File: src/inc/timer3_pkg.sv
// Package with register map, field layout, reset values and types for the auto-reload timer.
`default_nettype none
package timer3_pkg;
    localparam logic [7:0] RELOAD_LOW_ADDR   = 8'h92;
    localparam logic [7:0] RELOAD_HIGH_ADDR  = 8'h93;
    localparam logic [7:0] COUNT_LOW_ADDR    = 8'h94;
    localparam logic [7:0] COUNT_HIGH_ADDR   = 8'h95;
    localparam logic [7:0] CONTROL_ADDR      = 8'h91;
    localparam logic [7:0] CLOCK_CTRL_ADDR   = 8'h8E;
    localparam logic [7:0] RESET_BYTE        = 8'h00;
    localparam logic [7:0] BYTE_MAX          = 8'hFF;
    localparam int         HIGH_FLAG_BIT     = 7;
    localparam int         LOW_FLAG_BIT      = 6;
    localparam int         LOW_IRQ_EN_BIT    = 5;
    localparam int         CAPTURE_EN_BIT    = 4;
    localparam int         SPLIT_BIT         = 3;
    localparam int         RUN_BIT           = 2;
    localparam int         HIGH_CHOICE_BIT   = 7;
    localparam int         LOW_CHOICE_BIT    = 6;
    localparam int         SYSTEM_CLOCK_DIV  = 12;
    localparam int         EXTOSC_DIV        = 8;
    localparam logic [1:0] SEL_SYSDIV        = 2'b00;
    localparam logic [1:0] SEL_EXTOSC        = 2'b01;
    localparam logic [1:0] SEL_RESERVED      = 2'b10;
    localparam logic [1:0] SEL_COMPARATOR    = 2'b11;

    typedef struct packed {
        logic       write;
        logic       read;
        logic [7:0] addr;
        logic [7:0] data;
    } reg_req_t;
endpackage : timer3_pkg
`default_nettype wire

File: src/hw/timer3_auto_reload.sv
// Auto-reload timer with 16-bit and split 8-bit modes and its special function registers.
//
// Operation
// - Split bit set: two 8-bit counters, each reloading from its own reload byte.
// - Split bit clear: one 16-bit counter with automatic reload.
// - In 16-bit mode the timer counts only while the run bit is one.
// - In split mode run bit gates only the high byte.
// - Select 00: external tick is system clock over twelve, capture is comparator.
// - Select 01: oscillator over eight is both external tick and capture.
// - Select 11: comparator is external tick, oscillator over eight is capture.
// - Split mode: one source select, per-byte choice bits pick it or system clock.
// - External count sources are synchronised to the system clock.
// - Reload low byte register, read/write, resets to zero.
// - Reload high byte register, read/write, resets to zero.
// - Count low register holds low half or the whole low 8-bit count.
// - High overflow flag set on high byte wrap; hardware never clears it.
// - Low overflow flag set on any low byte wrap; software clears it.
// - Low overflow with its enable and timer interrupts enabled requests interrupt.
`timescale 1ns/1ps
`default_nettype none
module timer3_auto_reload (
    input  wire logic                 clk_in,
    input  wire logic                 rst_n_in,
    input  wire timer3_pkg::reg_req_t req_in,
    input  wire logic                 ext_osc_in,
    input  wire logic                 comparator1_in,
    input  wire logic                 timer_irq_enable_in,
    output logic [7:0]                read_data_out,
    output logic                      irq_out,
    output logic                      capture_tick_out
);
    logic [7:0] reload_value_low;
    logic [7:0] reload_value_high;
    logic [7:0] count_low_byte;
    logic [7:0] count_high_byte;
    logic [7:0] control;
    logic [1:0] clock_choice;
    logic [7:0] read_data;
    logic [7:0] next_reload_value_low;
    logic [7:0] next_reload_value_high;
    logic [7:0] next_count_low_byte;
    logic [7:0] next_count_high_byte;
    logic [7:0] next_control;
    logic [1:0] next_clock_choice;
    logic [7:0] next_read_data;
    logic       ext_tick;
    logic       split_mode_select;
    logic       run_control;
    logic       high_byte_clock_choice;
    logic       low_byte_clock_choice;
    logic       low_tick;
    logic       high_tick;
    logic       low_wrap;
    logic       high_wrap;
    logic       wr;

    timer3_clock_source timer3_clock_source_inst (
        .clk_in              (clk_in),
        .rst_n_in            (rst_n_in),
        .ext_clock_select_in (control[1:0]),
        .ext_osc_in          (ext_osc_in),
        .comparator1_in      (comparator1_in),
        .ext_tick_out        (ext_tick),
        .capture_tick_out    (capture_tick_out)
    );

    assign split_mode_select      = control[timer3_pkg::SPLIT_BIT];
    assign run_control            = control[timer3_pkg::RUN_BIT];
    assign high_byte_clock_choice = clock_choice[1];
    assign low_byte_clock_choice  = clock_choice[0];
    assign wr                     = req_in.write;

    always_comb
    begin
        next_reload_value_low  = reload_value_low;
        next_reload_value_high = reload_value_high;
        next_count_low_byte    = count_low_byte;
        next_count_high_byte   = count_high_byte;
        next_control           = control;
        next_clock_choice      = clock_choice;
        low_tick               = 1'b0;
        high_tick              = 1'b0;
        low_wrap               = 1'b0;
        high_wrap              = 1'b0;

        if (split_mode_select)
        begin
            // Each byte picks system clock or the selected external tick.
            low_tick  = low_byte_clock_choice ? 1'b1 : ext_tick;
            high_tick = (high_byte_clock_choice ? 1'b1 : ext_tick) && run_control;
            low_wrap  = low_tick && (count_low_byte == timer3_pkg::BYTE_MAX);
            high_wrap = high_tick && (count_high_byte == timer3_pkg::BYTE_MAX);
            if (low_tick)
                next_count_low_byte = low_wrap ? reload_value_low : count_low_byte + 8'h01;
            if (high_tick)
                next_count_high_byte = high_wrap ? reload_value_high
                                                 : count_high_byte + 8'h01;
        end
        else
        begin
            // Whole-counter mode uses the low-byte choice bit as its clock choice.
            low_tick  = (low_byte_clock_choice ? 1'b1 : ext_tick) && run_control;
            low_wrap  = low_tick && (count_low_byte == timer3_pkg::BYTE_MAX);
            high_wrap = low_wrap && (count_high_byte == timer3_pkg::BYTE_MAX);
            if (high_wrap)
            begin
                next_count_low_byte  = reload_value_low;
                next_count_high_byte = reload_value_high;
            end
            else if (low_tick)
            begin
                next_count_low_byte = count_low_byte + 8'h01;
                if (low_wrap)
                    next_count_high_byte = count_high_byte + 8'h01;
            end
        end

        if (wr)
        begin
            unique case (req_in.addr)
                timer3_pkg::RELOAD_LOW_ADDR:  next_reload_value_low  = req_in.data;
                timer3_pkg::RELOAD_HIGH_ADDR: next_reload_value_high = req_in.data;
                timer3_pkg::COUNT_LOW_ADDR:   next_count_low_byte    = req_in.data;
                timer3_pkg::COUNT_HIGH_ADDR:  next_count_high_byte   = req_in.data;
                timer3_pkg::CONTROL_ADDR:     next_control           = req_in.data;
                timer3_pkg::CLOCK_CTRL_ADDR:
                    next_clock_choice = {req_in.data[timer3_pkg::HIGH_CHOICE_BIT],
                                         req_in.data[timer3_pkg::LOW_CHOICE_BIT]};
                default:
                begin
                end
            endcase
        end
        // A wrap in the same cycle as a software clear keeps the flag set.
        if (high_wrap)
            next_control[timer3_pkg::HIGH_FLAG_BIT] = 1'b1;
        if (low_wrap)
            next_control[timer3_pkg::LOW_FLAG_BIT] = 1'b1;

        next_read_data = 8'h00;
        if (req_in.read)
        begin
            unique case (req_in.addr)
                timer3_pkg::RELOAD_LOW_ADDR:  next_read_data = reload_value_low;
                timer3_pkg::RELOAD_HIGH_ADDR: next_read_data = reload_value_high;
                timer3_pkg::COUNT_LOW_ADDR:   next_read_data = count_low_byte;
                timer3_pkg::COUNT_HIGH_ADDR:  next_read_data = count_high_byte;
                timer3_pkg::CONTROL_ADDR:     next_read_data = control;
                timer3_pkg::CLOCK_CTRL_ADDR:  next_read_data = {clock_choice, 6'h00};
                default:                      next_read_data = 8'h00;
            endcase
        end
    end

    always_ff @(posedge clk_in)
    begin
        if (!rst_n_in)
        begin
            reload_value_low  <= timer3_pkg::RESET_BYTE;
            reload_value_high <= timer3_pkg::RESET_BYTE;
            count_low_byte    <= timer3_pkg::RESET_BYTE;
            count_high_byte   <= timer3_pkg::RESET_BYTE;
            control           <= timer3_pkg::RESET_BYTE;
            clock_choice      <= timer3_pkg::RESET_BYTE[1:0];
            read_data         <= timer3_pkg::RESET_BYTE;
        end
        else
        begin
            reload_value_low  <= next_reload_value_low;
            reload_value_high <= next_reload_value_high;
            count_low_byte    <= next_count_low_byte;
            count_high_byte   <= next_count_high_byte;
            control           <= next_control;
            clock_choice      <= next_clock_choice;
            read_data         <= next_read_data;
        end
    end

    assign read_data_out = read_data;
    // Interrupt request follows the low flag while both enables are set.
    assign irq_out = control[timer3_pkg::LOW_FLAG_BIT]
                     && control[timer3_pkg::LOW_IRQ_EN_BIT] && timer_irq_enable_in;

    a_run_stop : assert property (@(posedge clk_in) disable iff (!rst_n_in)
        (!run_control && !split_mode_select && !wr)
        |=> $stable(count_low_byte) && $stable(count_high_byte))
        else $error("counter moved while stopped");
    a_split_low_free : assert property (@(posedge clk_in) disable iff (!rst_n_in)
        (split_mode_select && low_byte_clock_choice && !wr
         && count_low_byte != 8'hFF)
        |=> count_low_byte == $past(count_low_byte) + 8'h01)
        else $error("low byte did not count in split mode");
    a_split_high_held : assert property (@(posedge clk_in) disable iff (!rst_n_in)
        (split_mode_select && !run_control && !wr) |=> $stable(count_high_byte))
        else $error("high byte counted with run bit clear");
    a_split_reload : assert property (@(posedge clk_in) disable iff (!rst_n_in)
        (split_mode_select && low_tick && count_low_byte == 8'hFF && !wr)
        |=> count_low_byte == $past(reload_value_low))
        else $error("low byte did not reload");
    a_full_reload : assert property (@(posedge clk_in) disable iff (!rst_n_in)
        (!split_mode_select && high_wrap && !wr)
        |=> count_low_byte == $past(reload_value_low)
            && count_high_byte == $past(reload_value_high))
        else $error("16-bit counter did not reload");
    a_high_flag_set : assert property (@(posedge clk_in) disable iff (!rst_n_in)
        high_wrap |=> control[timer3_pkg::HIGH_FLAG_BIT])
        else $error("high overflow flag not set");
    a_low_flag_set : assert property (@(posedge clk_in) disable iff (!rst_n_in)
        low_wrap |=> control[timer3_pkg::LOW_FLAG_BIT])
        else $error("low overflow flag not set");
    a_flag_sticky : assert property (@(posedge clk_in) disable iff (!rst_n_in)
        (control[timer3_pkg::LOW_FLAG_BIT] && !wr) |=> control[timer3_pkg::LOW_FLAG_BIT])
        else $error("low overflow flag cleared by hardware");
    a_irq_follow : assert property (@(posedge clk_in) disable iff (!rst_n_in)
        (low_wrap && control[timer3_pkg::LOW_IRQ_EN_BIT] && !wr && timer_irq_enable_in)
        |=> irq_out || !timer_irq_enable_in)
        else $error("interrupt not requested on low overflow");
    a_reload_write : assert property (@(posedge clk_in) disable iff (!rst_n_in)
        (wr && req_in.addr == timer3_pkg::RELOAD_LOW_ADDR)
        |=> reload_value_low == $past(req_in.data))
        else $error("reload low write lost");
endmodule : timer3_auto_reload
`default_nettype wire

File: src/hw/timer3_clock_source.sv
// External count source selection with synchronisers and prescalers.
`timescale 1ns/1ps
`default_nettype none
module timer3_clock_source (
    input  wire logic       clk_in,
    input  wire logic       rst_n_in,
    input  wire logic [1:0] ext_clock_select_in,
    input  wire logic       ext_osc_in,
    input  wire logic       comparator1_in,
    output logic            ext_tick_out,
    output logic            capture_tick_out
);
    logic [1:0] osc_sync;
    logic [1:0] cmp_sync;
    logic       osc_last;
    logic       cmp_last;
    logic [3:0] sys_div;
    logic [2:0] osc_div;
    logic [1:0] next_osc_sync;
    logic [1:0] next_cmp_sync;
    logic [3:0] next_sys_div;
    logic [2:0] next_osc_div;
    logic       sys_tick;
    logic       osc_tick;
    logic       cmp_tick;

    // Pins pass two flops; only the second stage feeds edge detection.
    always_comb
    begin
        next_osc_sync = {osc_sync[0], ext_osc_in};
        next_cmp_sync = {cmp_sync[0], comparator1_in};
        sys_tick      = (sys_div == 4'(timer3_pkg::SYSTEM_CLOCK_DIV - 1));
        next_sys_div  = sys_tick ? 4'h0 : sys_div + 4'h1;
        osc_tick      = osc_sync[1] && !osc_last
                        && (osc_div == 3'(timer3_pkg::EXTOSC_DIV - 1));
        next_osc_div  = (osc_sync[1] && !osc_last) ? osc_div + 3'h1 : osc_div;
        cmp_tick      = cmp_sync[1] && !cmp_last;
        unique case (ext_clock_select_in)
            timer3_pkg::SEL_SYSDIV:
            begin
                ext_tick_out     = sys_tick;
                capture_tick_out = cmp_tick;
            end
            timer3_pkg::SEL_EXTOSC:
            begin
                ext_tick_out     = osc_tick;
                capture_tick_out = osc_tick;
            end
            timer3_pkg::SEL_COMPARATOR:
            begin
                ext_tick_out     = cmp_tick;
                capture_tick_out = osc_tick;
            end
            default:
            begin
                // Reserved selection produces no ticks.
                ext_tick_out     = 1'b0;
                capture_tick_out = 1'b0;
            end
        endcase
    end

    always_ff @(posedge clk_in)
    begin
        if (!rst_n_in)
        begin
            osc_sync <= 2'b00;
            cmp_sync <= 2'b00;
            osc_last <= 1'b0;
            cmp_last <= 1'b0;
            sys_div  <= 4'h0;
            osc_div  <= 3'h0;
        end
        else
        begin
            osc_sync <= next_osc_sync;
            cmp_sync <= next_cmp_sync;
            osc_last <= osc_sync[1];
            cmp_last <= cmp_sync[1];
            sys_div  <= next_sys_div;
            osc_div  <= next_osc_div;
        end
    end

    // The divider runs freely, so its period holds whatever source is selected later.
    a_sysdiv_period : assert property (@(posedge clk_in) disable iff (!rst_n_in)
        sys_tick |=> !sys_tick [*8] ##4 sys_tick)
        else $error("system clock divider period wrong");
    a_reserved_quiet : assert property (@(posedge clk_in) disable iff (!rst_n_in)
        (ext_clock_select_in == 2'b10) |-> !ext_tick_out)
        else $error("reserved selection produced a tick");
endmodule : timer3_clock_source
`default_nettype wire

File: config.mk
export PLATFORM = sky130hd
export DESIGN_NAME = timer3_auto_reload
export DESIGN_NICKNAME = d
export VERILOG_FILES = /design/src/inc/timer3_pkg.sv /design/src/hw/timer3_auto_reload.sv /design/src/hw/timer3_clock_source.sv
export SDC_FILE = /design/constraint.sdc
export NUM_CORES = 1
export LEC_CHECK = 0
export ABC_AREA = 1
export BUFFER_PORTS_ARGS = -buffer_cell sky130_fd_sc_hd__buf_4
export CORE_MARGIN = 2
export CORE_UTILIZATION = 38
export DETAILED_ROUTE_END_ITERATION = 6
export HOLD_SLACK_MARGIN = 0.03
export PLACE_DENSITY_LB_ADDON = 0.3
export SKIP_CTS_REPAIR_TIMING = 1
export SKIP_LAST_GASP = 1
export SYNTH_ARGS = -nofsm -noshare
export SYNTH_HDL_FRONTEND = slang
export SYNTH_HIERARCHICAL = 1
export SYNTH_SLANG_ARGS = --single-unit
File: constraint.sdc
create_clock -name clk_in -period 1.74 [get_ports clk_in]
set_clock_uncertainty 0.1 [all_clocks]
set_input_delay 0.087 -clock clk_in [delete_from_list [all_inputs] [get_ports clk_in]]
set_output_delay 0.087 -clock clk_in [all_outputs]
set_load 0.02 [all_outputs]
## Word level (Yosys, flattened, before mapping)

Cells that the tools add are included.

- Input port bits: 23
- Word-level logic and storage cells: 85
- Register bits: 63
- Output and inout bits: 10

- Bitwise gates (word level): 1
- Reduce and logical (&&, ||, !) cells: 27
- Equal/unequal tests: 12
- Add/sub/neg operators: 4
- Mux-type cells: 26

Operator list:

| kind | count |
|---|---|
| $mux W8 | 17 |
| $eq A8 B8 Y1 const B | 8 |
| $pmux W8 S6 | 1 |
| $add A8 B1 Y8 const B | 2 |
| $reduce_and A2 Y1 | 7 |
| $logic_and A1 B1 Y1 | 11 |
| $reduce_bool A2 Y1 | 4 |
| $mux W1 | 6 |
| $add A4 B1 Y4 const B | 1 |
| $eq A4 B4 Y1 const B | 1 |
| $reduce_or A2 Y1 | 2 |
| $add A3 B1 Y3 const B | 1 |
| $eq A3 B3 Y1 const B | 1 |
| $pmux W1 S3 | 1 |
| $eq A2 B1 Y1 const B | 1 |
| $eq A2 B2 Y1 const B | 1 |
| $logic_not A1 Y1 | 2 |
| $logic_not A2 Y1 | 1 |
| $pmux W1 S2 | 1 |
| $not A1 Y1 | 1 |

## Depth between registers and ports, before layout

- Depth after elaboration: 13
- Gate-level depth with buffers: 16
- Depth with buffers taken out: 16

## Hierarchy

The synthesis kept the hierarchy.

By module, submodules not included:

| module | cells an instance | area an instance (µm²) | instances | sequential area each (µm²) |
|---|---|---|---|---|
| timer3_auto_reload | 506 | 3278.1 | 1 | 1001.0 |
| timer3_clock_source | 67 | 533.0 | 1 | 260.2 |

## Worst setup path after synthesis

Ideal clock, no wire load.

- Path type: register to register
- From: register timer3_clock_source_inst.osc_div[0]
- To: register count_high_byte[6]
- Path buffers: 0
- Setup time: 0.109 ns
- Arrival time: 1.662 ns
- Path slack: -0.131 ns
- Required time: 1.531 ns
- Clock period less this slack: 1.871 ns
- Cell stages (with the launch flop): 14
- Cell sequence: dfxtp_1 ha_1 ha_1 nand3_1 nand3_1 inv_2 nand2_4 nand2_2 nor2_8 o21ai_1 o21ai_1 nand3_1 nand2_1 inv_1

- Longest elaborated chain between the ends: 12
- Elaborated cells on any way between the ends: 18
- Classes of those cells: eq/ne (1); mux (11); reduce/logical (6)

Ends and longest elaborated chain:

| element | line | text |
|---|---|---|
| start: declaration | timer3_clock_source.sv:18 | `logic [2:0] osc_div;` |
| start signal: assignment | timer3_clock_source.sv:81 | `osc_div <= next_osc_div;` |
| $eq A3 B3 Y1 (*) | timer3_clock_source.sv:35 | `&& (osc_div == 3'(timer3_pkg::EXTOSC_DIV - 1));` |
| $logic_and A1 B1 Y1 (*) | timer3_clock_source.sv:35 |  |
| $pmux W1 S3 (*) | timer3_clock_source.sv:38 | `unique case (ext_clock_select_in)` |
| net ext_tick | timer3_auto_reload.sv:46 | `logic ext_tick;` |
| $mux W1 | timer3_auto_reload.sv:102 | `low_tick = (low_byte_clock_choice ? 1'b1 : ext_tick) && run_control;` |
| $logic_and A1 B1 Y1 | timer3_auto_reload.sv:102 |  |
| $logic_and A1 B1 Y1 | timer3_auto_reload.sv:103 | `low_wrap = low_tick && (count_low_byte == timer3_pkg::BYTE_MAX);` |
| $mux W8 | timer3_auto_reload.sv:113 | `if (low_wrap)` |
| $mux W8 | timer3_auto_reload.sv:110 | `else if (low_tick)` |
| $mux W8 | timer3_auto_reload.sv:105 | `if (high_wrap)` |
| $mux W8 (*) | timer3_auto_reload.sv:86 | `if (split_mode_select)` |
| $mux W8 | timer3_auto_reload.sv:120 | `unique case (req_in.addr)` |
| $mux W8 (*) | timer3_auto_reload.sv:118 | `if (wr)` |
| end signal: assignment | timer3_auto_reload.sv:162 | `count_high_byte <= timer3_pkg::RESET_BYTE;` |
| end signal: assignment | timer3_auto_reload.sv:172 | `count_high_byte <= next_count_high_byte;` |
| end: declaration | timer3_auto_reload.sv:35 | `logic [7:0] count_high_byte;` |

Mark *: on every way through the listed nets, which the timed path passes. The rest lies on a longest branch.
A chain may end at the register's enable or synchronous reset.

## Worst setup path in the final report

- From: register timer3_clock_source_inst.osc_div[1]
- To: register count_high_byte[7]

Same word-level chain as after synthesis.

==> flow_summary_export.csv <==
group,metric,value,unit
die,core.rowCount,36,
die,num_io_pins,33,
layout,drive_above_1_share,0.228,
sta,tightest_slew,533,ps
yosys,synth_edf_count,0,
die,die_h,104,µm
yosys,avgSynthCellArea,6.65,µm²
critical_path,start_kind,"register",
clock_tree,cts-htree-levels,3,
layout,seq_area,1270,µm²
outcome,violations,"setup timing",
yosys,netlist_area,3810,µm²
sta,fin_crit_sh,1.08,
yosys,yosysTopAreaCell,"dfxtp_1",
die,placeableCoreArea,9770,µm²
routing,drc_errors,0,
yosys,ys_ff_latch,63,
layout,multi_input_area,2220,µm²
global_routing,grtUsageTotal,0.217,
routing,drt_pass1_iterations,5,
power,total_power,2990,µW
worst_hold_path,min_path_cells,4,
run,cap_violations,0,
worst_hold_path,holdCritPathClass,"input pin to register",
global_routing,overflow,0,
power,p_leak,0.00213,µW
placement,io_buffer_count,32,
yosys,synth-seq-area-share,0.331,
yosys,synthMostInstantiatedCell,"nand2_1",
global_routing,grt_start_max_net_pins,34,
yosys,synth_cell_types,36,
layout,final_core_util,0.503,
global_routing,antenna_found_initial,0,
die,die_area,10800,µm²
yosys,ys_warn_count,6,
layout,final_nets,685,
clock_tree,cts_tree,"yes",
die,start_util,0.390,
yosys,async_reset_ff_frac,0,
sta,slew_viol_final,0,
layout,areaGrowthSynthToFinish,28.9,%
sta,fin_crit,1890,ps
sta,rsz0062_at_grt,"yes",
critical_path,reg2reg_depth,14,
yosys,synth_common_cells,"nand2_1 (110), inv_1 (75), dfxtp_1 (63), a21oi_1 (57), nand3_1 (54)",
clock_tree,cts-root-buf,"clkbuf_8",
critical_path,required,1920,ps
outcome,outcome,"finished, violations left",
power,ir_drop,0.000606,V
placement,dp_hpwl,8.43,mm
yosys,synth_area_leaders,"dfxtp_1 (33%), nand2_1 (11%), a21oi_1 (7.5%)",
routing,viasPerCell,5.13,
yosys,synth_top_cell_area_share,0.331,
routing,finalWirelength,11.6,mm
placement,gp_congestion,1.00,
critical_path,arrival,2070,ps
critical_path,critPathMaxFanout,5,
sta,hold_viol,0,
sta,fin_setup_tns,-1660,ps
sta,setup_ws,-147,ps
layout,fillers,998,
critical_path,end_kind,"register",
clock_tree,clk_latency,350,ps
clock_tree,cts.sinks,63,
clock_tree,cts_made_buffers,9,
global_routing,grt_pass1_wl,18.8,mm
critical_path,r2r_slack,-150,ps
sta,max_freq,530,MHz
clock_tree,clk_path_buf_depth,2,
sta,setup-violations-final,17,
routing,final_antenna_net_count,0,
yosys,yosys_most_used_dff,"dfxtp_1",
die,dieWidth,104,µm
critical_path,crit_type,"register to register",
routing,drtIter0Drc,282,
power,power_density,609,nW/µm²
yosys,syn_nets,601,
layout,num_antenna_cells,0,
global_routing,grt_pass1_vias,3751,
yosys,synth_cells,573,
sta,max_slew_margin,0.644,
clock_tree,clkTransAtPathRegs,80,ps
routing,wl_per_cell,14.5,µm
routing,route.vias.total,4081,
registers in the layout, summed over array words and instances (netlist names):
| signal | cells |
|---|---|
| timer3_clock_source_inst/cmp_last | 1 |
| timer3_clock_source_inst/sys_div | 4 |
| count_low_byte | 8 |
| clock_choice | 2 |
| timer3_clock_source_inst/cmp_sync | 2 |
| control | 8 |
| timer3_clock_source_inst/osc_sync | 2 |
| timer3_clock_source_inst/osc_div | 3 |
| timer3_clock_source_inst/osc_last | 1 |
| reload_value_low | 8 |
| count_high_byte | 8 |
| reload_value_high | 8 |
| read_data_out | 8 |
final cells by class:
class,instances,area share
inverters,83,0.0639
flip-flops and latches,63,0.258
well taps,133,0.0339
repair buffers,92,0.153
clock buffers,9,0.0252
multi-input cells,408,0.452
clock inverters,7,0.0148
power breakdown:
group          leakage, µW  total (µW)  switching (µW)  internal (µW)
sequential        0.000511        1470            9.98           1460
combinational      0.00153         228             126            103
clock            0.0000956        1290             632            663
total              0.00213        2990             767           2220
critical path: stages (launching register included):
cell     delay [ps]
dfxtp_2         340
ha_4            160
ha_4            160
nand3_4          70
nand3_4         100
nor2_4          190
nor2_8           50
nand3_4          90
buf_6           110
nand2_4          60
nand2_4         130
inv_4            50
o21ai_2          40
nand2_1          60
a21oi_1         100
cells by family after synthesis:
| family | after synthesis | synth area share |
|---|---|---|
| fa+ha+maj | 5 | 0.0164 |
| buf+inv | 102 | 0.113 |
| simple gates | 256 | 0.331 |
| xor+xnor | 4 | 0.00919 |
| compound gates | 143 | 0.199 |
| flops | 63 | 0.331 |
cell usage in the layout (no fill, tap or decap), drive strengths merged, types with 2 or more instances in the layout:
cell type      n
xnor2          2
nor3           9
clkinvlp       2
clkbuf         9
inv           83
o211ai         5
nand4          5
o21bai         2
buf           76
o22ai         10
dfxtp         63
nand2        125
clkinv         4
dlygate4sd3   16
nor2          58
o21ai         64
a21oi         58
xor2           2
nand3         59
ha             5
a31oi          4
stage by stage:
stage	std cells	cell area [µm²]	hold WS [ps]	setup WS (ps)
6_report	795	4910	45.8	-147
5_1_grt	795	4910	58.8	-256
4_1_cts	775	4660	-193	-199
3_5_place_dp	759	4460	173	-179
3_3_place_gp	759	4460	172	-128
2_1_floorplan	573	3860	84.6	-19.6
routing by layer:
metal	track usage	vias up	routed length [µm]
li1	-	2054	-
met1	0.289	1843	5240
met2	0.337	158	5230
met3	0.0495	26	711
met4	0.0907	0	375
met5	0	-	0
final timing paths:
kind / startpoint / end
setup / recovery: timer3_clock_source_inst/osc_div[1] / count_high_byte[7]
hold / removal: req_in[12] / clock_choice[0]
setup reg to reg: timer3_clock_source_inst/osc_div[1] / count_high_byte[7]
hold reg to reg: timer3_clock_source_inst/osc_sync[0] / timer3_clock_source_inst/osc_sync[1]
(Power assumes the default switching activity.)
